$ cat config.mk
export PLATFORM = sky130hd
export DESIGN_NAME = stc_timing_bank
export DESIGN_NICKNAME = d
export VERILOG_FILES = /design/src/pkg/stc_pkg.sv /design/src/hw/stc_tick_divider.sv /design/src/hw/stc_timing_bank.sv
export VERILOG_INCLUDE_DIRS = /design/src /design/src/pkg
export SDC_FILE = /design/constraint.sdc
export NUM_CORES = 1
export LEC_CHECK = 0
export BUFFER_PORTS_ARGS = -buffer_cell sky130_fd_sc_hd__buf_2
export CORE_MARGIN = 4
export CORE_UTILIZATION = 40
export DETAILED_ROUTE_END_ITERATION = 8
export SETUP_SLACK_MARGIN = 0.05
export SYNTH_ARGS = -nofsm -noshare
export SYNTH_HDL_FRONTEND = slang
export SYNTH_SLANG_ARGS = --single-unit
$ cat constraint.sdc
create_clock -name clk -period 6.6 [get_ports clk]
set_input_delay 0.66 -clock clk [delete_from_list [all_inputs] [get_ports clk]]
set_output_delay 0.66 -clock clk [all_outputs]
set_load 0.1 [all_outputs]
$ cat src/pkg/stc_defines.svh
// Register offsets, field positions, reset values and timing counts of the timing bank
`ifndef STC_DEFINES_SVH
`define STC_DEFINES_SVH

`define STC_BLOCK_BASE 9'h0C0
`define STC_OFF_GENERAL 9'h000
`define STC_OFF_DELAY 9'h001
`define STC_OFF_INTEG 9'h002
`define STC_OFF_WINDOW 9'h003
`define STC_OFF_RSVD 9'h004
`define STC_OFF_DARK 9'h005
`define STC_OFF_FILLER 9'h006
`define STC_OFF_MULT 9'h007
`define STC_OFF_SPAN 9'h008

`define STC_GEN_DLYEN_BIT 6
`define STC_GEN_AECWIN_BIT 10
`define STC_GEN_MON_LSB 11
`define STC_GEN_MON_MSB 13
`define STC_DLY_EXT_LSB 0
`define STC_DLY_EXT_MSB 7
`define STC_DLY_RD_LSB 8
`define STC_DLY_RD_MSB 15
`define STC_INT_DUAL_BIT 0
`define STC_INT_TRIPLE_BIT 1
`define STC_INT_KIND_BIT 2
`define STC_WIN_MSB 7
`define STC_DARK_MSB 7
`define STC_DARK_BLANK_BIT 8
`define STC_FILLER_MSB 11

`define STC_RST_DELAY 16'h0000
`define STC_RST_INTEG 16'h0004
`define STC_RST_WINDOW 16'h0001
`define STC_RST_DARK 16'h0102
`define STC_RST_FILLER 16'h0000
`define STC_RST_MULT 16'h0001
`define STC_RST_SPAN 16'h0000

`define STC_DARK_MIN 8'h01
`define STC_MULT_MIN 16'h0001

`endif

$ cat src/pkg/stc_pkg.sv
// Types shared by the sequencer timing configuration bank
package stc_pkg;

    typedef enum logic [1:0] {
        PH_IDLE = 2'b00,
        PH_DARK = 2'b01,
        PH_FILLER = 2'b10,
        PH_IMAGE = 2'b11
    } stc_phase_t;

    typedef enum logic [2:0] {
        MON_OFF = 3'b000,
        MON_READOUT = 3'b001,
        MON_LINE = 3'b010,
        MON_PHASE = 3'b011,
        MON_EXPOSURE = 3'b100,
        MON_WINDOW = 3'b101,
        MON_SLOPE = 3'b110,
        MON_SPAN = 3'b111
    } stc_mon_t;

    typedef struct packed {
        logic [15:0] count;
        logic tick;
    } stc_div_state_t;

endpackage

$ cat src/hw/stc_tick_divider.sv
// Exposure timebase divider: one tick every period clocks while running
`timescale 1ns/100ps
`include "stc_defines.svh"
module stc_tick_divider #(
    parameter int W = 16
) (
    // Clock and reset
    input wire logic clk,
    input wire logic rst_b,
    // Control
    input wire logic run,
    input wire logic [W-1:0] period,
    // Timebase
    output logic tick
);
    stc_pkg::stc_div_state_t st_r;
    stc_pkg::stc_div_state_t st_nxt;
    logic [W-1:0] periodEff;

    always_comb begin
        st_nxt = st_r;
        // A zero multiplier behaves as one clock per unit
        periodEff = (period == '0) ? W'(`STC_MULT_MIN) : period;
        st_nxt.tick = 1'b0;
        if (!run) begin
            st_nxt.count = '0;
        end else if (st_r.count >= periodEff - W'(1)) begin
            st_nxt.count = '0;
            st_nxt.tick = 1'b1;
        end else begin
            st_nxt.count = st_r.count + W'(1);
        end
    end

    always_ff @(posedge clk or negedge rst_b) begin
        if (!rst_b) begin
            st_r <= '0;
        end else begin
            st_r <= st_nxt;
        end
    end

    assign tick = st_r.tick;
endmodule

$ cat src/hw/stc_timing_bank.sv
// Sequencer timing configuration registers and the timing they steer
`timescale 1ns/100ps
`include "stc_defines.svh"
//
// Contract
// AEC statistics use all windows when bit clear, configured window when set.
// Three-bit monitor select chooses internal signals driven to monitor pins.
// Rolling shutter lines extended by eight-bit dummy pixel count, default zero.
// Programmable eight-bit wait between row overhead end and readout start.
// Dual slope enable, effective in global shutter only, resets to zero.
// Triple slope enable, effective in global shutter only, resets to zero.
// Length kind bit: 0 reset length, 1 frame length; resets to one.
// Dark row count 1 to 255, reset 2; zero is not allowed.
// First-row blanking bit blanks the first output line; resets to one.
// Rolling shutter only: twelve-bit filler row count, reset zero.
// Global shutter exposure counted in multiplier times clock units, reset one.
// Eight-bit active window mask, resets with only window zero selected.
// Readout delay inserted only while its enable bit is set.
// Sixteen-bit span used in global shutter only, meaning set by kind bit.
// Software writes reserved fields with defaults, ignores their read-back.
module stc_timing_bank (
    // Clock and reset
    input wire logic clk,
    input wire logic rst_b,
    // Register port
    input wire logic [8:0] regAddr,
    input wire logic [15:0] regWrData,
    input wire logic regWrEn,
    input wire logic regRdEn,
    output logic [15:0] regRdData,
    // Sequencer events
    input wire logic rollingShutter,
    input wire logic frameStart,
    input wire logic rowOverheadEnd,
    input wire logic lineReadoutEnd,
    input wire logic exposureRun,
    // Sequencer controls
    output logic readoutStart,
    output logic dummyPixelActive,
    output logic lineDone,
    output stc_pkg::stc_phase_t rowPhase,
    output logic firstLineBlank,
    output logic exposureTick,
    output logic dualSlopeOn,
    output logic tripleSlopeOn,
    output logic spanIsFrame,
    output logic [15:0] spanValue,
    output logic spanActive,
    output logic [7:0] activeWindows,
    output logic [7:0] statWindowMask,
    output logic [11:0] fillerRows,
    output logic [7:0] darkRows,
    // Monitor pins
    output logic [1:0] monitorPins
);

    typedef struct packed {
        // Configuration
        logic dlyEn;
        logic aecWin;
        logic [2:0] monSel;
        logic [7:0] lineExt;
        logic [7:0] rdDelay;
        logic dualSlope;
        logic tripleSlope;
        logic spanKind;
        logic [7:0] winSel;
        logic [7:0] darkCfg;
        logic blankFirst;
        logic [11:0] fillerCfg;
        logic [15:0] mult;
        logic [15:0] span;
        // Register read
        logic [15:0] rdData;
        // Readout delay
        logic dlyBusy;
        logic [7:0] dlyCnt;
        logic readoutStart;
        // Line extension
        logic extBusy;
        logic [7:0] extCnt;
        logic lineDone;
        // Row phases
        stc_pkg::stc_phase_t phase;
        logic [11:0] rowCnt;
        logic firstLine;
        logic firstLineBlank;
        // Registered views
        logic dualOn;
        logic tripleOn;
        logic spanActive;
        logic [7:0] statMask;
        logic [11:0] fillerEff;
        logic [7:0] darkEff;
        logic [1:0] monPins;
    } stc_bank_state_t;

    stc_bank_state_t st_r;
    stc_bank_state_t st_nxt;
    logic expTick;

    localparam logic [15:0] RST_DELAY = `STC_RST_DELAY;
    localparam logic [15:0] RST_INTEG = `STC_RST_INTEG;
    localparam logic [15:0] RST_WINDOW = `STC_RST_WINDOW;
    localparam logic [15:0] RST_DARK = `STC_RST_DARK;
    localparam logic [15:0] RST_FILLER = `STC_RST_FILLER;

    // Constant reset image: registers at their defaults, statMask all ones, darkEff at the dark default, everything else cleared
    localparam stc_bank_state_t RST_VAL = '{
        lineExt: RST_DELAY[`STC_DLY_EXT_MSB:`STC_DLY_EXT_LSB],
        rdDelay: RST_DELAY[`STC_DLY_RD_MSB:`STC_DLY_RD_LSB],
        dualSlope: RST_INTEG[`STC_INT_DUAL_BIT],
        tripleSlope: RST_INTEG[`STC_INT_TRIPLE_BIT],
        spanKind: RST_INTEG[`STC_INT_KIND_BIT],
        winSel: RST_WINDOW[`STC_WIN_MSB:0],
        darkCfg: RST_DARK[`STC_DARK_MSB:0],
        blankFirst: RST_DARK[`STC_DARK_BLANK_BIT],
        fillerCfg: RST_FILLER[`STC_FILLER_MSB:0],
        mult: `STC_RST_MULT,
        span: `STC_RST_SPAN,
        phase: stc_pkg::PH_IDLE,
        statMask: 8'hFF,
        darkEff: RST_DARK[`STC_DARK_MSB:0],
        default: '0
    };

    stc_tick_divider #(
        .W(16)
    ) u_exposure_tick (
        .clk(clk),
        .rst_b(rst_b),
        .run(exposureRun && !rollingShutter),
        .period(st_r.mult),
        .tick(expTick)
    );

    always_comb begin
        st_nxt = st_r;

        // Register writes; reserved bits are dropped and read back as zero
        if (regWrEn) begin
            unique case (regAddr)
                `STC_BLOCK_BASE + `STC_OFF_GENERAL: begin
                    st_nxt.dlyEn = regWrData[`STC_GEN_DLYEN_BIT];
                    st_nxt.aecWin = regWrData[`STC_GEN_AECWIN_BIT];
                    st_nxt.monSel = regWrData[`STC_GEN_MON_MSB:`STC_GEN_MON_LSB];
                end
                `STC_BLOCK_BASE + `STC_OFF_DELAY: begin
                    st_nxt.lineExt = regWrData[`STC_DLY_EXT_MSB:`STC_DLY_EXT_LSB];
                    st_nxt.rdDelay = regWrData[`STC_DLY_RD_MSB:`STC_DLY_RD_LSB];
                end
                `STC_BLOCK_BASE + `STC_OFF_INTEG: begin
                    st_nxt.dualSlope = regWrData[`STC_INT_DUAL_BIT];
                    st_nxt.tripleSlope = regWrData[`STC_INT_TRIPLE_BIT];
                    st_nxt.spanKind = regWrData[`STC_INT_KIND_BIT];
                end
                `STC_BLOCK_BASE + `STC_OFF_WINDOW: begin
                    st_nxt.winSel = regWrData[`STC_WIN_MSB:0];
                end
                `STC_BLOCK_BASE + `STC_OFF_DARK: begin
                    st_nxt.darkCfg = regWrData[`STC_DARK_MSB:0];
                    st_nxt.blankFirst = regWrData[`STC_DARK_BLANK_BIT];
                end
                `STC_BLOCK_BASE + `STC_OFF_FILLER: begin
                    st_nxt.fillerCfg = regWrData[`STC_FILLER_MSB:0];
                end
                `STC_BLOCK_BASE + `STC_OFF_MULT: begin
                    st_nxt.mult = regWrData;
                end
                `STC_BLOCK_BASE + `STC_OFF_SPAN: begin
                    st_nxt.span = regWrData;
                end
                default: begin
                end
            endcase
        end

        // Register reads, answered on the next edge
        if (regRdEn) begin
            st_nxt.rdData = 16'h0000;
            unique case (regAddr)
                `STC_BLOCK_BASE + `STC_OFF_GENERAL: begin
                    st_nxt.rdData[`STC_GEN_DLYEN_BIT] = st_r.dlyEn;
                    st_nxt.rdData[`STC_GEN_AECWIN_BIT] = st_r.aecWin;
                    st_nxt.rdData[`STC_GEN_MON_MSB:`STC_GEN_MON_LSB] = st_r.monSel;
                end
                `STC_BLOCK_BASE + `STC_OFF_DELAY: begin
                    st_nxt.rdData = {st_r.rdDelay, st_r.lineExt};
                end
                `STC_BLOCK_BASE + `STC_OFF_INTEG: begin
                    st_nxt.rdData[`STC_INT_DUAL_BIT] = st_r.dualSlope;
                    st_nxt.rdData[`STC_INT_TRIPLE_BIT] = st_r.tripleSlope;
                    st_nxt.rdData[`STC_INT_KIND_BIT] = st_r.spanKind;
                end
                `STC_BLOCK_BASE + `STC_OFF_WINDOW: begin
                    st_nxt.rdData[`STC_WIN_MSB:0] = st_r.winSel;
                end
                `STC_BLOCK_BASE + `STC_OFF_DARK: begin
                    st_nxt.rdData[`STC_DARK_MSB:0] = st_r.darkCfg;
                    st_nxt.rdData[`STC_DARK_BLANK_BIT] = st_r.blankFirst;
                end
                `STC_BLOCK_BASE + `STC_OFF_FILLER: begin
                    st_nxt.rdData[`STC_FILLER_MSB:0] = st_r.fillerCfg;
                end
                `STC_BLOCK_BASE + `STC_OFF_MULT: begin
                    st_nxt.rdData = st_r.mult;
                end
                `STC_BLOCK_BASE + `STC_OFF_SPAN: begin
                    st_nxt.rdData = st_r.span;
                end
                default: begin
                end
            endcase
        end

        // Delay from end of row overhead to readout start
        st_nxt.readoutStart = 1'b0;
        if (st_r.dlyBusy) begin
            if (st_r.dlyCnt == 8'h01) begin
                st_nxt.dlyBusy = 1'b0;
                st_nxt.readoutStart = 1'b1;
            end
            st_nxt.dlyCnt = st_r.dlyCnt - 8'h01;
        end else if (rowOverheadEnd) begin
            if (st_r.dlyEn && st_r.rdDelay != 8'h00) begin
                st_nxt.dlyBusy = 1'b1;
                st_nxt.dlyCnt = st_r.rdDelay;
            end else begin
                st_nxt.readoutStart = 1'b1;
            end
        end

        // Dummy pixels appended to each rolling shutter line, one per clock
        st_nxt.lineDone = 1'b0;
        if (st_r.extBusy) begin
            if (st_r.extCnt == 8'h01) begin
                st_nxt.extBusy = 1'b0;
                st_nxt.lineDone = 1'b1;
            end
            st_nxt.extCnt = st_r.extCnt - 8'h01;
        end else if (lineReadoutEnd) begin
            if (rollingShutter && st_r.lineExt != 8'h00) begin
                st_nxt.extBusy = 1'b1;
                st_nxt.extCnt = st_r.lineExt;
            end else begin
                st_nxt.lineDone = 1'b1;
            end
        end

        // Effective row counts; zero dark rows is clamped to the minimum
        st_nxt.darkEff = (st_r.darkCfg == 8'h00) ? `STC_DARK_MIN : st_r.darkCfg;
        st_nxt.fillerEff = rollingShutter ? st_r.fillerCfg : 12'h000;

        // Row phases of a frame: dark rows, filler rows, image rows
        st_nxt.firstLineBlank = 1'b0;
        if (frameStart) begin
            st_nxt.phase = stc_pkg::PH_DARK;
            st_nxt.rowCnt = 12'h000;
        end else begin
            unique case (st_r.phase)
                stc_pkg::PH_IDLE: begin
                end
                stc_pkg::PH_DARK: begin
                    if (st_r.lineDone) begin
                        if (st_r.rowCnt + 12'h001 >= {4'h0, st_r.darkEff}) begin
                            st_nxt.rowCnt = 12'h000;
                            st_nxt.firstLine = 1'b1;
                            st_nxt.phase = (st_r.fillerEff != 12'h000) ?
                                stc_pkg::PH_FILLER : stc_pkg::PH_IMAGE;
                        end else begin
                            st_nxt.rowCnt = st_r.rowCnt + 12'h001;
                        end
                    end
                end
                stc_pkg::PH_FILLER: begin
                    if (st_r.lineDone) begin
                        if (st_r.rowCnt + 12'h001 >= st_r.fillerEff) begin
                            st_nxt.rowCnt = 12'h000;
                            st_nxt.phase = stc_pkg::PH_IMAGE;
                        end else begin
                            st_nxt.rowCnt = st_r.rowCnt + 12'h001;
                        end
                    end
                end
                stc_pkg::PH_IMAGE: begin
                    if (st_r.lineDone) begin
                        st_nxt.firstLine = 1'b0;
                    end
                end
            endcase
        end
        if (st_nxt.phase == stc_pkg::PH_IMAGE && st_nxt.firstLine && st_r.blankFirst) begin
            st_nxt.firstLineBlank = 1'b1;
        end

        // Global shutter only controls and the statistics window mask
        st_nxt.dualOn = st_r.dualSlope && !rollingShutter;
        st_nxt.tripleOn = st_r.tripleSlope && !rollingShutter;
        st_nxt.spanActive = !rollingShutter;
        st_nxt.statMask = st_r.aecWin ? st_r.winSel : 8'hFF;

        // Monitor pin source
        unique case (stc_pkg::stc_mon_t'(st_r.monSel))
            stc_pkg::MON_OFF: st_nxt.monPins = 2'b00;
            stc_pkg::MON_READOUT: st_nxt.monPins = {st_r.dlyBusy, st_r.readoutStart};
            stc_pkg::MON_LINE: st_nxt.monPins = {st_r.extBusy, st_r.lineDone};
            stc_pkg::MON_PHASE: st_nxt.monPins = st_r.phase;
            stc_pkg::MON_EXPOSURE: st_nxt.monPins = {exposureRun, expTick};
            stc_pkg::MON_WINDOW: st_nxt.monPins = {st_r.aecWin, st_r.firstLineBlank};
            stc_pkg::MON_SLOPE: st_nxt.monPins = {st_r.tripleOn, st_r.dualOn};
            stc_pkg::MON_SPAN: st_nxt.monPins = {st_r.spanActive, st_r.spanKind};
        endcase
    end

    always_ff @(posedge clk or negedge rst_b) begin
        if (!rst_b) begin
            st_r <= RST_VAL;
        end else begin
            st_r <= st_nxt;
        end
    end

    assign regRdData = st_r.rdData;
    assign readoutStart = st_r.readoutStart;
    assign dummyPixelActive = st_r.extBusy;
    assign lineDone = st_r.lineDone;
    assign rowPhase = st_r.phase;
    assign firstLineBlank = st_r.firstLineBlank;
    assign exposureTick = expTick;
    assign dualSlopeOn = st_r.dualOn;
    assign tripleSlopeOn = st_r.tripleOn;
    assign spanIsFrame = st_r.spanKind;
    assign spanValue = st_r.span;
    assign spanActive = st_r.spanActive;
    assign activeWindows = st_r.winSel;
    assign statWindowMask = st_r.statMask;
    assign fillerRows = st_r.fillerEff;
    assign darkRows = st_r.darkEff;
    assign monitorPins = st_r.monPins;
endmodule

# ---- Yosys cells after proc, flatten, opt, wreduce, memory -nomap -nowiden
# Index checks and enable logic that the tools add are counted.
dict set report word_totals {
  word_cells 139
  register_bits 187
  output_inout_bits 81
  in_bits 34
}
dict set report op_classes {
  magnitude_cmp 3
  reduce_logical 30
  n_eq_ne 23
  mux 44
  add_sub_neg 5
}
# cell n
set ops {}
lappend ops {{$eq A9 B8 Y1 const B} 8}
lappend ops {{$mux W16} 3}
lappend ops {{$mux W10} 4}
lappend ops {{$mux W12} 3}
lappend ops {{$mux W14} 2}
lappend ops {{$pmux W14 S2} 1}
lappend ops {{$pmux W3 S7} 1}
lappend ops {{$reduce_and A2 Y1} 10}
lappend ops {{$mux W9} 2}
lappend ops {{$pmux W3 S6} 1}
lappend ops {{$add A16 B1 Y16 const B} 1}
lappend ops {{$eq A8 B1 Y1 const B} 2}
lappend ops {{$ge A16 B16 Y1} 1}
lappend ops {{$logic_not A16 Y1} 1}
lappend ops {{$mux W8} 2}
lappend ops {{$pmux W2 S8} 1}
lappend ops {{$reduce_bool A8 Y1} 2}
lappend ops {{$sub A16 B1 Y16 const B} 1}
lappend ops {{$sub A8 B1 Y8 const B} 2}
lappend ops {{$mux W15} 1}
lappend ops {{$mux W1} 13}
lappend ops {{$add A12 B1 Y12 const B} 1}
lappend ops {{$eq A3 B3 Y1 const B} 4}
lappend ops {{$ge A12 B12 Y1} 1}
lappend ops {{other kinds (23)} 37}

# ---- Depth between registers and ports, before layout
# Gate-level depths: netlist of run 1.
dict set report logic_depth {
  depth_word 10
  ltp_mapped 17
  depth_no_buf 15
}

# ---- Hierarchy
# Synthesis of run 1 repeated with hierarchy kept, for this count alone.
dict set report hier_totals {
  cells_unflattened 969
  area_unflattened_um2 10503.8
}
# mod cells_each seq_area_each_um2 area_each_um2 n_inst
set modules_own_cells {}
lappend modules_own_cells {stc_timing_bank 813 4271.6 8979.9 1}
lappend modules_own_cells {stc_tick_divider 156 425.4 1524.0 1}

# ---- Least setup slack after synthesis of run 1
# OpenSTA, ideal clock, no wires.
dict set report synth_timing {
  kind {flip-flop to flip-flop}
  startpoint {reg st_r[105] (netlist name)}
  endpoint {reg u_exposure_tick.st_r[10] (netlist name)}
  period_less_slack_ps 3979
  arrival_time_ps 3848
  path_slack_ps 2621
  stages_incl_launch_ff 17
  t_required_ps 6468
  n_path_buf 2
  setup_time_ps 132
  path_cell_list {dfrtp_1 or4_4 or4_1 buf_2 nor4_4 a21oi_1 ha_1 nand2b_1 nor3_1 xnor2_1 ha_1 nand4_1 nor2_1 o2111ai_1 o2111ai_1 clkbuf_1 nor2_1}
}
# element line
set synth_lines {}
lappend synth_lines {{start, declared} stc_timing_bank.sv:98} ;# stc_bank_state_t st_r;
lappend synth_lines {{start signal, assigned} stc_timing_bank.sv:319} ;# st_r <= st_nxt;
lappend synth_lines {{end signal, assigned} stc_tick_divider.sv:39} ;# st_r <= st_nxt;
lappend synth_lines {{end, declared} stc_tick_divider.sv:16} ;# stc_pkg::stc_div_state_t st_r;

==> impl.org, run 1 <==
** Global routing
- The number of antenna violations at the first check in global routing is 2.
- Pin count of the biggest net entering global routing :: 113
- GR met1 Demand/Resource :: 26.09%
- For met2 alone, demand over resource in global routing was 29.70%.
- Routing usage on met3 :: around 3.8%
- Total global routing overflow :: 0
- Busiest grt layer :: met2
- Across every metal layer, demand over resource in global routing totals about a fifth.
- The first global-routing pass estimated 41910 um of wire.
- The via count of the first global-routing pass is between 7000 and 8000.

** Clock tree
- In this run the clock root is driven by a sky130_fd_sc_hd__clkbuf_16.
- Cts repair resizes :: 0
- The H-tree generated during clock tree synthesis spans 4 levels.
- Clock-pin slew was measured on the worst setup and hold paths at around 70 ps.
- The clock passes through at most 2 buffers.
- Clock latency on the worst-skew pair, taken at its later pin, is 440 ps.
- Clock tree synthesis inserted a total of 17 buffers.
- TritonCTS built the clock tree.
- Post-CTS setup buffer count :: 0
- Number of buffers added to fix hold violations after cts :: 0
- Clock tree synthesis found a total of 187 sinks.

** Run status
- The flow ran to the end, and the final reports show no timing, DRC or antenna violations.

** STA
- The number of max-slew violations in the final report came to 0.
- On the final layout, the worst clock skew is 13.67 ps.
- Worst-margin pin slew :: ~970 ps
- The count of final hold-check violations is 0.
- After layout, the worst setup slack is 2580 ps.
- Finish-stage setup viols :: 0
- Dividing the final minimum period by the clock period gives 60.90%.
- Post-route setup TNS :: 0 ps
- Derived from the worst setup path, the maximum achievable clock frequency is 248.8 MHz.
- RSZ-0062 raised after global routing :: no
- Minimum clock period after layout :: 4020 ps
- Hold timing on the final database bottoms out at a slack of ~350 ps.
- Normalized max-slew margin :: between 30% and 40%

** Setup path
- Worst Path Max Fanout :: 16
- On the worst path, the slowest cell contributes a delay of 580 ps.
- STA puts the critical path data required time at just under 7000 ps.
- Crit end category :: flip-flop
- Worst reg-to-reg path cell count :: 15
- The critical path crosses 15 cells after its start point.
- Traced cell by cell, the critical path runs through or4_4 > or4_1 > nor4_4 > a21oi_1 > ha_1 > nand2b_1 > nor3_1 > xnor2_1 > ha_1 > nand4_1 > nor2_1 > o2111ai_1 > o2111ai_1 > buf_4 > nor2_1.
- Arrival time worst endpoint :: 4340 ps
- Following the worst setup path forward leads to its endpoint at u_exposure_tick.st_r[4].
- Count of buffering cells on the critical path with inverters included :: 1
- Critical register-to-register path startpoint :: st_r[105]
- Setup slack of the worst register-to-register path :: 2580 ps
- The critical path is of the reg2reg type.
- Gate family responsible for the most delay along the worst path :: simple AND/OR/NAND/NOR gates
- Worst setup path startpoint :: st_r[105]
- Element type at the critical path start :: flip-flop
- Capture instance of the worst register-to-register path :: u_exposure_tick.st_r[4]
- On the critical path, the stage with the largest delay is an instance of sky130_fd_sc_hd__or4_4.

** Floorplan
- Effective utilization at floorplan :: 40.58%
- Die Ht :: 167.6 um
- During I/O placement, the number of pins put on the boundary was 115.
- In this run the standard cell core region covers 25110 um2.
- The floorplan step defined a die boundary enclosing 28090 um2.
- In this run the horizontal extent of the chip is 167.6 um.
- Num rows :: 58

** Pwr
- After layout, the design draws a total of 3.078 mW.
- The worst-case IR drop observed on VDD is 118.5 uV.
- Power per Cell Area :: 276.8 nW/um2
- Standby leakage power :: roughly 5.3 nW

** Synth
- Combined area of all synthesized cells :: about 10000 um2
- Synthesis-stage register bit count :: 187
- Synthesis produced 956 cells.
- Count of flip-flops with a built-in enable after synthesis :: 0
- The biggest area contributor in the post-synthesis netlist is sky130_fd_sc_hd__dfrtp_1.
- The most common cell in the synthesized netlist is sky130_fd_sc_hd__dfrtp_1.
- For this run, the register share of the synthesized area comes to 46.10%.
- Simple-gate portion of the synthesized area :: 13.19%
- Compound-Gate Fraction of Synth Area :: between 10 and 15%
- Top cell types by occurrence after synthesis :: sky130_fd_sc_hd__dfrtp_1, sky130_fd_sc_hd__mux2_2, sky130_fd_sc_hd__nor2_1
- By area, the combinational part of the netlist is dominated by simple AND/OR/NAND/NOR gates.
- Of the post-synthesis cell area, the dominant cell type holds 42.49%.
- Syn. warnings :: 0
- Post-synthesis average cell area :: 10.66 um2
- After synthesis, the share of flip-flops with an asynchronous set or reset is 100.0%.
- The most used flip-flop cell after synthesis is sky130_fd_sc_hd__dfrtp_1.
- Counting every net in the synthesized netlist gives ~1000.
- Xor/xnor cell area share of the yosys netlist :: 4.040%
- Portion of netlist area occupied by mux cells :: 11.61%
- Adder-Cell Fraction of Synth Area :: 5.772%
- Ranked by total cell area, the synthesized netlist is headed by sky130_fd_sc_hd__dfrtp_1, sky130_fd_sc_hd__mux2_2, sky130_fd_sc_hd__ha_1.
- Yosys mapped the design onto 73 distinct sky130hd cell types.

** Detailed routing
- Detail-routed net length per standard cell :: 19.77 um
- In the routed design, unresolved DRC markers number 0.
- First-pass detailed-route iteration total :: 6
- Remaining antenna violation count after routing :: 0
- Vias :: just over 7000
- Overall routed net length :: 26210 um
- Average vias per placed instance :: 5.462
- Iteration-0 DRC count of the detailed router :: 562

** Placed design
- OpenSTA, run right after detailed placement, puts the worst setup slack at 2585 ps.
- Buffers placed on the I/O ports in this run total roughly 110.
- The placed instances occupy a cell area of approximately 11000 um2.
- Detailed placement finished with a half-perimeter wire length of 19660 um.
- The congestion estimate from routability-driven global placement came to 0.8174.
- After detailed placement, the design holds a cell count of 1292.

** Finish
- With fillers left out, the area of the finished cells amounts to about 11000 um2.
- Post-synthesis to final-layout area growth :: 9.137%
- Excluding fillers, the count of instances in the completed layout stands at between 1000 and 1500.
- Cells with a size suffix above 1 make up about a quarter of the layout.
- Layout Nets :: 1062
- Measured on the finished design, the core utilization comes to 44.28%.

** Min path
- The path class of the tightest hold or removal check is in2async.

** Job
- Max-cap violations :: 0
## area by class of cell
type                            count  area, um2
Clock inverter                     14      165.2
Fill cell                        2436      13990
Timing Repair Buffer              117      601.8
Multi-Input combinational cell    616       4641
Sequential cell                   187       4697
Antenna cell                        2      5.005
Inverter                           42      157.7
Clock buffer                       18      439.2
Tap cell                          330      412.9
## where the power goes
group | switching, mW | total [mW] | internal, mW
Combinational | 0.459 | 0.678 | 0.219
Sequential | 0.117 | 1.35 | 1.23
Clock | 0.496 | 1.05 | 0.554
Total | 1.07 | 3.08 | 2.01
## cell usage in the layout (no fill, tap or decap), types with 17 or more instances in the layout
cell / Yosys / routed
sky130_fd_sc_hd__xor2_1: 21 / 21
sky130_fd_sc_hd__mux2_2: 84 / 84
sky130_fd_sc_hd__ha_1: 47 / 47
sky130_fd_sc_hd__o21ai_0: 23 / 23
sky130_fd_sc_hd__nand2_1: 56 / 56
sky130_fd_sc_hd__mux2i_1: 18 / 18
sky130_fd_sc_hd__xnor2_1: 26 / 26
sky130_fd_sc_hd__nor2_1: 76 / 76
sky130_fd_sc_hd__inv_1: 42 / 42
sky130_fd_sc_hd__a21oi_1: 30 / 30
sky130_fd_sc_hd__clkbuf_16: 0 / 17
sky130_fd_sc_hd__dfrtp_1: 173 / 173
sky130_fd_sc_hd__buf_2: 4 / 113
## flip-flops by register name (all words and copies together) (netlist names)
signal	count
regRdData	16
fillerRows	12
st_r	90
u_exposure_tick.tick	1
u_exposure_tick.st_r	16
tripleSlopeOn	1
lineDone	1
dummyPixelActive	1
readoutStart	1
spanIsFrame	1
darkRows	8
statWindowMask	8
activeWindows	8
firstLineBlank	1
rowPhase	2
monitorPins	2
dualSlopeOn	1
spanActive	1
spanValue	16
## worst register-to-register path, stage by stage, from the launching register on
cell and delay [ps]:
sky130_fd_sc_hd__dfrtp_1 440, sky130_fd_sc_hd__or4_4 580, sky130_fd_sc_hd__or4_1 560, sky130_fd_sc_hd__nor4_4 300, sky130_fd_sc_hd__a21oi_1 140, sky130_fd_sc_hd__ha_1 220, sky130_fd_sc_hd__nand2b_1 200, sky130_fd_sc_hd__nor3_1 90
sky130_fd_sc_hd__xnor2_1 150, sky130_fd_sc_hd__ha_1 300, sky130_fd_sc_hd__nand4_1 130, sky130_fd_sc_hd__nor2_1 170, sky130_fd_sc_hd__o2111ai_1 140, sky130_fd_sc_hd__o2111ai_1 200, sky130_fd_sc_hd__buf_4 240, sky130_fd_sc_hd__nor2_1 70
## how the worst min path moves through the flow
| stage | slack, ps | endpoint | from |
|---|---|---|---|
| floorplan | 360 | activeWindows[1] | rst_b |
| global placement | 380 | darkRows[1] | st_r[131] |
| detailed placement | 380 | darkRows[1] | st_r[131] |
| CTS | 400 | monitorPins[1] | rst_b |
| global route | 400 | darkRows[1] | st_r[131] |
| finish | 350 | readoutStart | rst_b |
## layer usage
layer  share of wire [%]  wire [um]
met4                 3.2        838
met2                  47      12340
met3                 4.0       1050
met5                   0          0
met1                  46      11980
## logic make-up (layout without fill, tap and decap cells)
group,Yosys count,count (layout)
xor gates and xnor gates,47,47
buffers and inverters,153,191
adders and majority gates,47,47
and+or+nand+nor,261,261
DFF,187,187
muxes,105,105
other,0,2
AOI/OAI and AO/OA,156,156
(Power assumes the default switching activity.)
==> run 2, diff against run 1 <==
==> constraint.sdc (replaced) <==
create_clock -name clk -period 4 [get_ports clk]
set_input_delay 0.4 -clock clk [delete_from_list [all_inputs] [get_ports clk]]
set_output_delay 0.4 -clock clk [all_outputs]
set_load 0.1 [all_outputs]
==> run 2 against run 1 <==
Compared with the run above:
- routed wire length hardly changed
- worst setup slack worse by 2300 ps
- sequential share of layout area fell by 0.22 points
- via count down 0.14%
- combinational power up 68%
- sequential power up 64%
- largest cell class unchanged
- clock-buffer cell count is the same
- cell area increased by 0.52%
- critical path depth fell by 1
==> impl.org, run 2 (synthesis results as in run 1) <==
** Job
- Max-cap violations :: 0

** Finish
- The post-route netlist has 27.12% of its cells at a drive strength greater than 1.
- Area of combinational cells with multiple inputs :: ~4700 um2
- Across the whole layout, storage elements account for 4697 um2.
- The repair_antennas step left the layout with diodes totalling 0.
- Leaving out fill and tap cells, the most frequent cell in the layout is sky130_fd_sc_hd__dfrtp_1.
- The register with the most flip-flops in the layout has 90 of them.
- The filler cells instantiated in the layout total around 2400.
- Core utilization of the finished layout :: around 45%
- The final layout contains 1071 nets.
- In the layout the commonest cells are sky130_fd_sc_hd__dfrtp_1, sky130_fd_sc_hd__buf_2, sky130_fd_sc_hd__mux2_2.
- Post-synthesis to final-layout area growth :: 9.702%
- Register name with the most flops :: st_r

** Pwr
- In this run, flip-flops and latches consume 44.0% of the power.
- For this design the ratio of total power to cell area is 451.6 nW/um2.
- The clock network accounts for 33.5% of the total power.
- The share of total power dissipated in combinational logic is between 20% and 30%.
- Worst ir drop on vdd :: 270.8 uV
- Summed over all cells, the static leakage comes to approximately 5.4 nW.
- Switching power total :: roughly 1.8 mW
- Internal power comes to 3.255 mW.
- Switching share of power :: a little over a third

** Setup path
- Data required time of the critical path :: approximately 4400 ps
- Data arrives at the worst endpoint at 4050 ps.
- The number of buffers and inverters on the critical path is 1.
- Worst Path Max Fanout :: 16
- Crit-path slowest cell :: sky130_fd_sc_hd__or4_4
- The worst setup path is captured at a flip-flop.
- Type of the worst setup path :: reg2reg
- On the worst path, the slowest cell contributes a delay of 560 ps.
- Cells traversed along the worst timing path :: or4_4 > or4_1 > nor4_4 > a21oi_1 > ha_1 > nand2b_4 > nor2_1 > xnor2_1 > ha_1 > o21a_1 > a211oi_1 > o2111ai_2 > buf_6 > nor2_1
- The worst setup path is launched from a flip-flop.
- Among cell families on the critical path, the largest total delay comes from simple AND/OR/NAND/NOR gates.

** Detailed routing
- Iteration-0 DRC count of the detailed router :: 489
- For this block, the via count after detailed routing is 7233.
- In the routed design, unresolved DRC markers number 0.
- Average vias per placed instance :: 5.426
- Detail-routed net length per standard cell :: 19.67 um
- First-pass detailed-route iteration total :: 5
- Remaining antenna violation count after routing :: 0
- The routed design has 26220 um of wire.

** Clock tree
- The clock reaches the later pin of the worst-skew pair after between 400 and 500 ps.
- The H-tree was split into 4 levels.
- The tree built by TritonCTS fans out to between 150 and 200 sinks.
- Max clock buf depth :: 2
- CTS clk-pin slew, worst paths :: 80 ps
- TritonCTS clock tree :: yes
- In this run, post-CTS hold repair placed 0 buffers.
- Buffers inserted during clock tree synthesis total 17.
- Clock root buffer master :: sky130_fd_sc_hd__clkbuf_16

** Global routing
- The number of antenna violations at the first check in global routing came to 0.
- Pin count of the biggest net entering global routing :: 116
- Global-route wire length before repair :: 41690 um
- Total global routing overflow :: 0
- Overall routing resource usage :: 18.84%
- The via count of the first global-routing pass is roughly 7300.

** STA
- Maximum frequency from static timing analysis :: ~270 MHz
- Post-route setup TNS :: 0 ps
- Number of pins exceeding their max-slew limit in the final report :: 0
- Minimum clock period after layout :: 3689 ps
- At the pin with the least slew margin, the transition time is 931.1 ps.
- RSZ-0062 raised after global routing :: no
- The count of final hold-check violations was 0.
- Clock skew on the completed layout was measured at 15.80 ps.
- In this run the tightest slew margin relative to its limit is ~38%.
- Setup slack on the critical path of the routed design comes to 310.8 ps.
- Setup violations remaining at the end of the flow were counted as 0.
- After layout, the worst path uses about 90% of the clock period.

** Floorplan
- Total die area :: 28090 um2
- From bottom edge to top edge, the die measures 167.6 um.
- Pin placement for this block handled 115 I/O pins.
- In this run the horizontal extent of the chip is 167.6 um.
- The total area inside the core boundary comes to 25110 um2.
- Effective utilization at floorplan :: 40.58%
- Num rows :: 58

** Min path
- Class of the worst hold path :: in2async

** Placed design
- Worst-case setup slack after placement :: around 130 ps
- Count of buffers from port buffering :: 114
- DP Wirelength :: 19790 um
- Weighted congestion at the end of routability-driven global placement :: 0.8793

** Run status
- The flow ran to the end, and the final reports show no timing, DRC or antenna violations.
[run 2: power groups by stage]
stage | clock network, mW | logic [mW] | registers, mW
finish | 1.69 | 1.14 | 2.22
global route | 1.80 | 1.24 | 2.25
CTS | 1.72 | 1.14 | 2.22
detailed placement | 0 | 1.13 | 2.25
global placement | 0 | 1.11 | 2.25
floorplan | 0 | 0.875 | 2.26
[run 2: repair_timing]
| item | CTS | global route |
|---|---|---|
| setup buffers | 0 | 0 |
| setup endpoints to repair | 0 | 16 |
| endpoints found under the hold margin | 0 | 0 |
| resized for setup | 0 | 2 |
[run 2: final cells by class]
| cell class | instances | share of cell area, % |
|---|---|---|
| Timing Repair Buffer | 126 | 6.023 |
| Clock inverter | 14 | 1.276 |
| Inverter | 42 | 1.410 |
| Clock buffer | 18 | 3.929 |
| Multi-Input combinational cell | 616 | 41.64 |
| Tap cell | 330 | 3.694 |
| Sequential cell | 187 | 42.02 |
[run 2: through the flow]
| stage | power [mW] | instances | hold WS [ps] | instance area (um2) |
|---|---|---|---|---|
| CTS | 5.081 | 1333 | 146.7 | 11170 |
| global placement | 3.368 | 1301 | 390.2 | 10580 |
| global route | 5.294 | 1333 | 168.4 | 11180 |
| floorplan | 3.134 | 956 | 104.4 | 10190 |
| detailed placement | 3.388 | 1301 | 388.6 | 10580 |
| finish | 5.047 | 1333 | 96.38 | 11180 |
[run 2: path summary, 6_finish.rpt]
path / startpoint / end / slack, ps / cells past startpoint
setup / recovery: st_r[105] / u_exposure_tick.st_r[5] / 310 / 14
hold / removal: rst_b / st_r[67] / 100 / 1
setup reg to reg: st_r[105] / u_exposure_tick.st_r[5] / 310 / 14
hold reg to reg: st_r[131] / darkRows[1] / 400 / 0
max in group asynchronous: rst_b / statWindowMask[4] / 2900 / 2
min in group clk: regWrData[15] / st_r[156] / 230 / 2
[run 2: routing by layer]
layer	part of all wire [%]	wire (um)	up-vias	track usage, %
met5	0	0	-	0
met2	47	12350	195	30.40
met3	4.6	1197	35	3.706
li1	-	-	3413	-
met1	46	12160	3590	26.01
met4	2.0	518	0	5.293
==> run 3, diff against run 2 <==
--- a/config.mk
+++ b/config.mk
@@ -10,6 +10,7 @@
 export CORE_MARGIN = 4
 export CORE_UTILIZATION = 40
 export DETAILED_ROUTE_END_ITERATION = 8
+export MAX_ROUTING_LAYER = met4
 export SETUP_SLACK_MARGIN = 0.05
 export SYNTH_ARGS = -nofsm -noshare
 export SYNTH_HDL_FRONTEND = slang
==> run 3 against run 2 <==
Compared with the run above:
- register-to-register slack is essentially flat
- cell area stayed put
- sequential cell count unchanged
- via count decreased by 0.15%
- total power hardly changed
- core utilization unchanged
- clock-buffer cell count is the same
- clock skew is 2.0 ps higher
- critical endpoint unchanged
==> impl.org, run 3 (synthesis results as in run 1) <==
** Run status
- The run finished with clean final reports.

** STA
- At the pin with the least slew margin, the transition time is 943.1 ps.
- Post-route fraction of the period consumed by the critical path :: 92.24%
- The number of max-slew violations in the final report is 0.
- Maximum frequency from static timing analysis :: around 270 MHz
- Setup repair after global routing left no endpoint under its margin.
- Finish-stage setup viols :: 0
- On the final layout, the worst clock skew is roughly 18 ps.
- For the finished layout, the period the worst path requires is 3690 ps.
- Post-route setup TNS :: 0 ps
- Number of endpoints with negative hold slack in the final report :: 0
- Measured against its own limit, the worst slew margin works out to a little under two fifths.

** Pwr
- Dividing total power by cell area gives a power density of 451.5 nW/um2.
- Standby leakage power :: 5.374 nW
- Overall power of the completed layout :: 5.047 mW
- Worst ir drop on vdd :: around 270 uV

** Setup path
- In this run the worst path has a maximum fanout of 16.
- Data required time of the critical path :: 4330 ps
- Arrival time worst endpoint :: between 4000 and 5000 ps
- Crit-path slowest cell :: sky130_fd_sc_hd__or4_4
- Crit end category :: flip-flop
- Delay of the slowest cell on the worst path :: 560 ps
- Element type at the critical path start :: flip-flop
- Cells traversed along the worst timing path :: or4_4 > or4_1 > nor4_4 > a21oi_1 > ha_1 > nand2b_4 > nor3_1 > xnor2_1 > ha_1 > nand4_1 > nor2_1 > o2111ai_1 > o2111ai_2 > buf_6 > nor2_1
- Type of the worst setup path :: reg2reg

** Finish
- Leaving out fill and tap cells, the most frequent cell in the layout is sky130_fd_sc_hd__dfrtp_1.
- From synthesis to final layout, the design area changed by 9.702%.
- Layout Nets :: 1071
- st_r holds more flip-flops than any other register.
- Cells fill roughly 45% of the core in the end.
- Leaving out filler cells and counting taps, the final layout contains 1333.
- Share of layout cells above drive strength 1 :: 27.12%
- The library cells used most frequently in the layout, excluding fill and tap cells, are sky130_fd_sc_hd__dfrtp_1, sky130_fd_sc_hd__buf_2, sky130_fd_sc_hd__mux2_2.
- Number of fill cells in the layout :: 2441
- The repair_antennas step left the layout with diodes totalling 0.
- The register with the most flip-flops in the layout has 90 of them.

** Floorplan
- In this run the vertical extent of the chip is 167.6 um.
- The initial utilization of the core area, before any placement, comes to between 40 and 50%.
- After floorplanning, the core was divided into 58 placement rows.
- Count of pins on the block boundary :: around 120
- Area inside the core boundary :: around 25000 um2
- Total die area :: 28090 um2
- Die X-Extent :: 167.6 um

** Global routing
- The via count of the first global-routing pass was about 7300.
- The first global-routing pass estimated 41670 um of wire.
- Global routing finished with a remaining overflow of 0.
- Global routing used between 10% and 20% of the available tracks across all layers.
- The number of antenna violations at the first check in global routing was 0.
- Entering global routing, the biggest net connects 116 pins.

** Detailed routing
- DRC errors left :: 0
- Average vias per placed instance :: ~5.4
- The first detailed-routing pass took 5 iterations.
- After detailed routing, the average wire length per cell comes to 19.66 um.
- Vias :: 7222
- Iteration-0 DRC count of the detailed router :: roughly 440
- Overall routed net length :: 26210 um
- The detail route stage leaves a number of antenna-violating nets equal to 0.

** Placed design
- The count of buffers added on input and output ports is 114.
- DP Wirelength :: 19790 um
- The number of placed instances, taps included, is 1301.
- The congestion estimate from routability-driven global placement came to 0.8967.

** Clock tree
- Worst-Skew Late Latency :: 440 ps
- Clock root buffer master :: sky130_fd_sc_hd__clkbuf_16
- Clock tree synthesis found a total of 187 sinks.
- H-tree levels :: 4
- Total CTS buffers :: 17
- Clock-pin slew was measured on the worst setup and hold paths at about 80 ps.
- Counting along the longest clock path gives a buffer depth of 2.
- TritonCTS clock tree :: yes
- Once the clock tree was built, the setup fixing pass inserted 0 buffers.

** Min path
- The tightest min-delay check is of the in2async type.

** Job
- Max-cap violations :: 0
-- run 3: cell counts in the layout (fill, tap and decap cells not counted) --
No cell type changed its count.
-- run 3: where the power goes --
group | total [mW] | switching, mW | internal, mW
logic | 1.13 | 0.767 | 0.368
registers | 2.22 | 0.189 | 2.03
clock network | 1.69 | 0.836 | 0.852
-- run 3: timing repair --
item / 4_1_cts / 5_1_grt
gates resized for setup: 0 / 2
endpoints found under the setup margin: 0 / 16
hold buffers: 0 / 0
-- run 3: cell type report --
class | instances | area [um2] | share of cell area [%]
clock buffer | 18 | 439.2 | 3.929
multi-input combinational | 616 | 4654 | 41.64
clock inverter | 14 | 142.6 | 1.276
tap | 330 | 412.9 | 3.694
timing repair buffer | 126 | 673.1 | 6.023
sequential | 187 | 4697 | 42.02
inverter | 42 | 157.7 | 1.410
-- run 3: path summary, 6_finish.rpt --
check,endpoint,slack (ps),start,depth (start not counted)
max in group asynchronous,statWindowMask[4],2890,rst_b,2
hold reg to reg,darkRows[1],400,st_r[131],0
min in group clk,st_r[156],220,regWrData[15],2
setup reg to reg,u_exposure_tick.st_r[5],310,st_r[105],15
setup / recovery,u_exposure_tick.st_r[5],310,st_r[105],15
hold / removal,st_r[67],90,rst_b,1
-- run 3: metal layers --
layer / GRT usage [%] / routed length (um)
met1: 25.98 / 12310
met2: 30.49 / 12380
met3: 3.588 / 981
met4: 5.293 / 537
met5: - / 0
-- run 3: worst max-delay path, delay by kind of cell (launching register included) --
| family | cells | cell delay (ps) |
|---|---|---|
| flops | 1 | 390 |
| compound gates | 3 | 520 |
| xor+xnor | 1 | 140 |
| fa+ha+maj | 2 | 550 |
| simple gates | 8 | 1790 |
| buf+inv | 1 | 190 |
-- run 3: per-stage QoR --
step / hold slack [ps] / setup WS, ps / instance area, um2
final: 86.16 / 310.3 / 11180
after global routing: 167.6 / 74.41 / 11180
after CTS: 146.7 / 109.5 / 11170
after detailed placement: 388.6 / 132.5 / 10580
after global placement: 390.2 / 234.3 / 10580
after floorplan: 104.4 / 115.1 / 10190
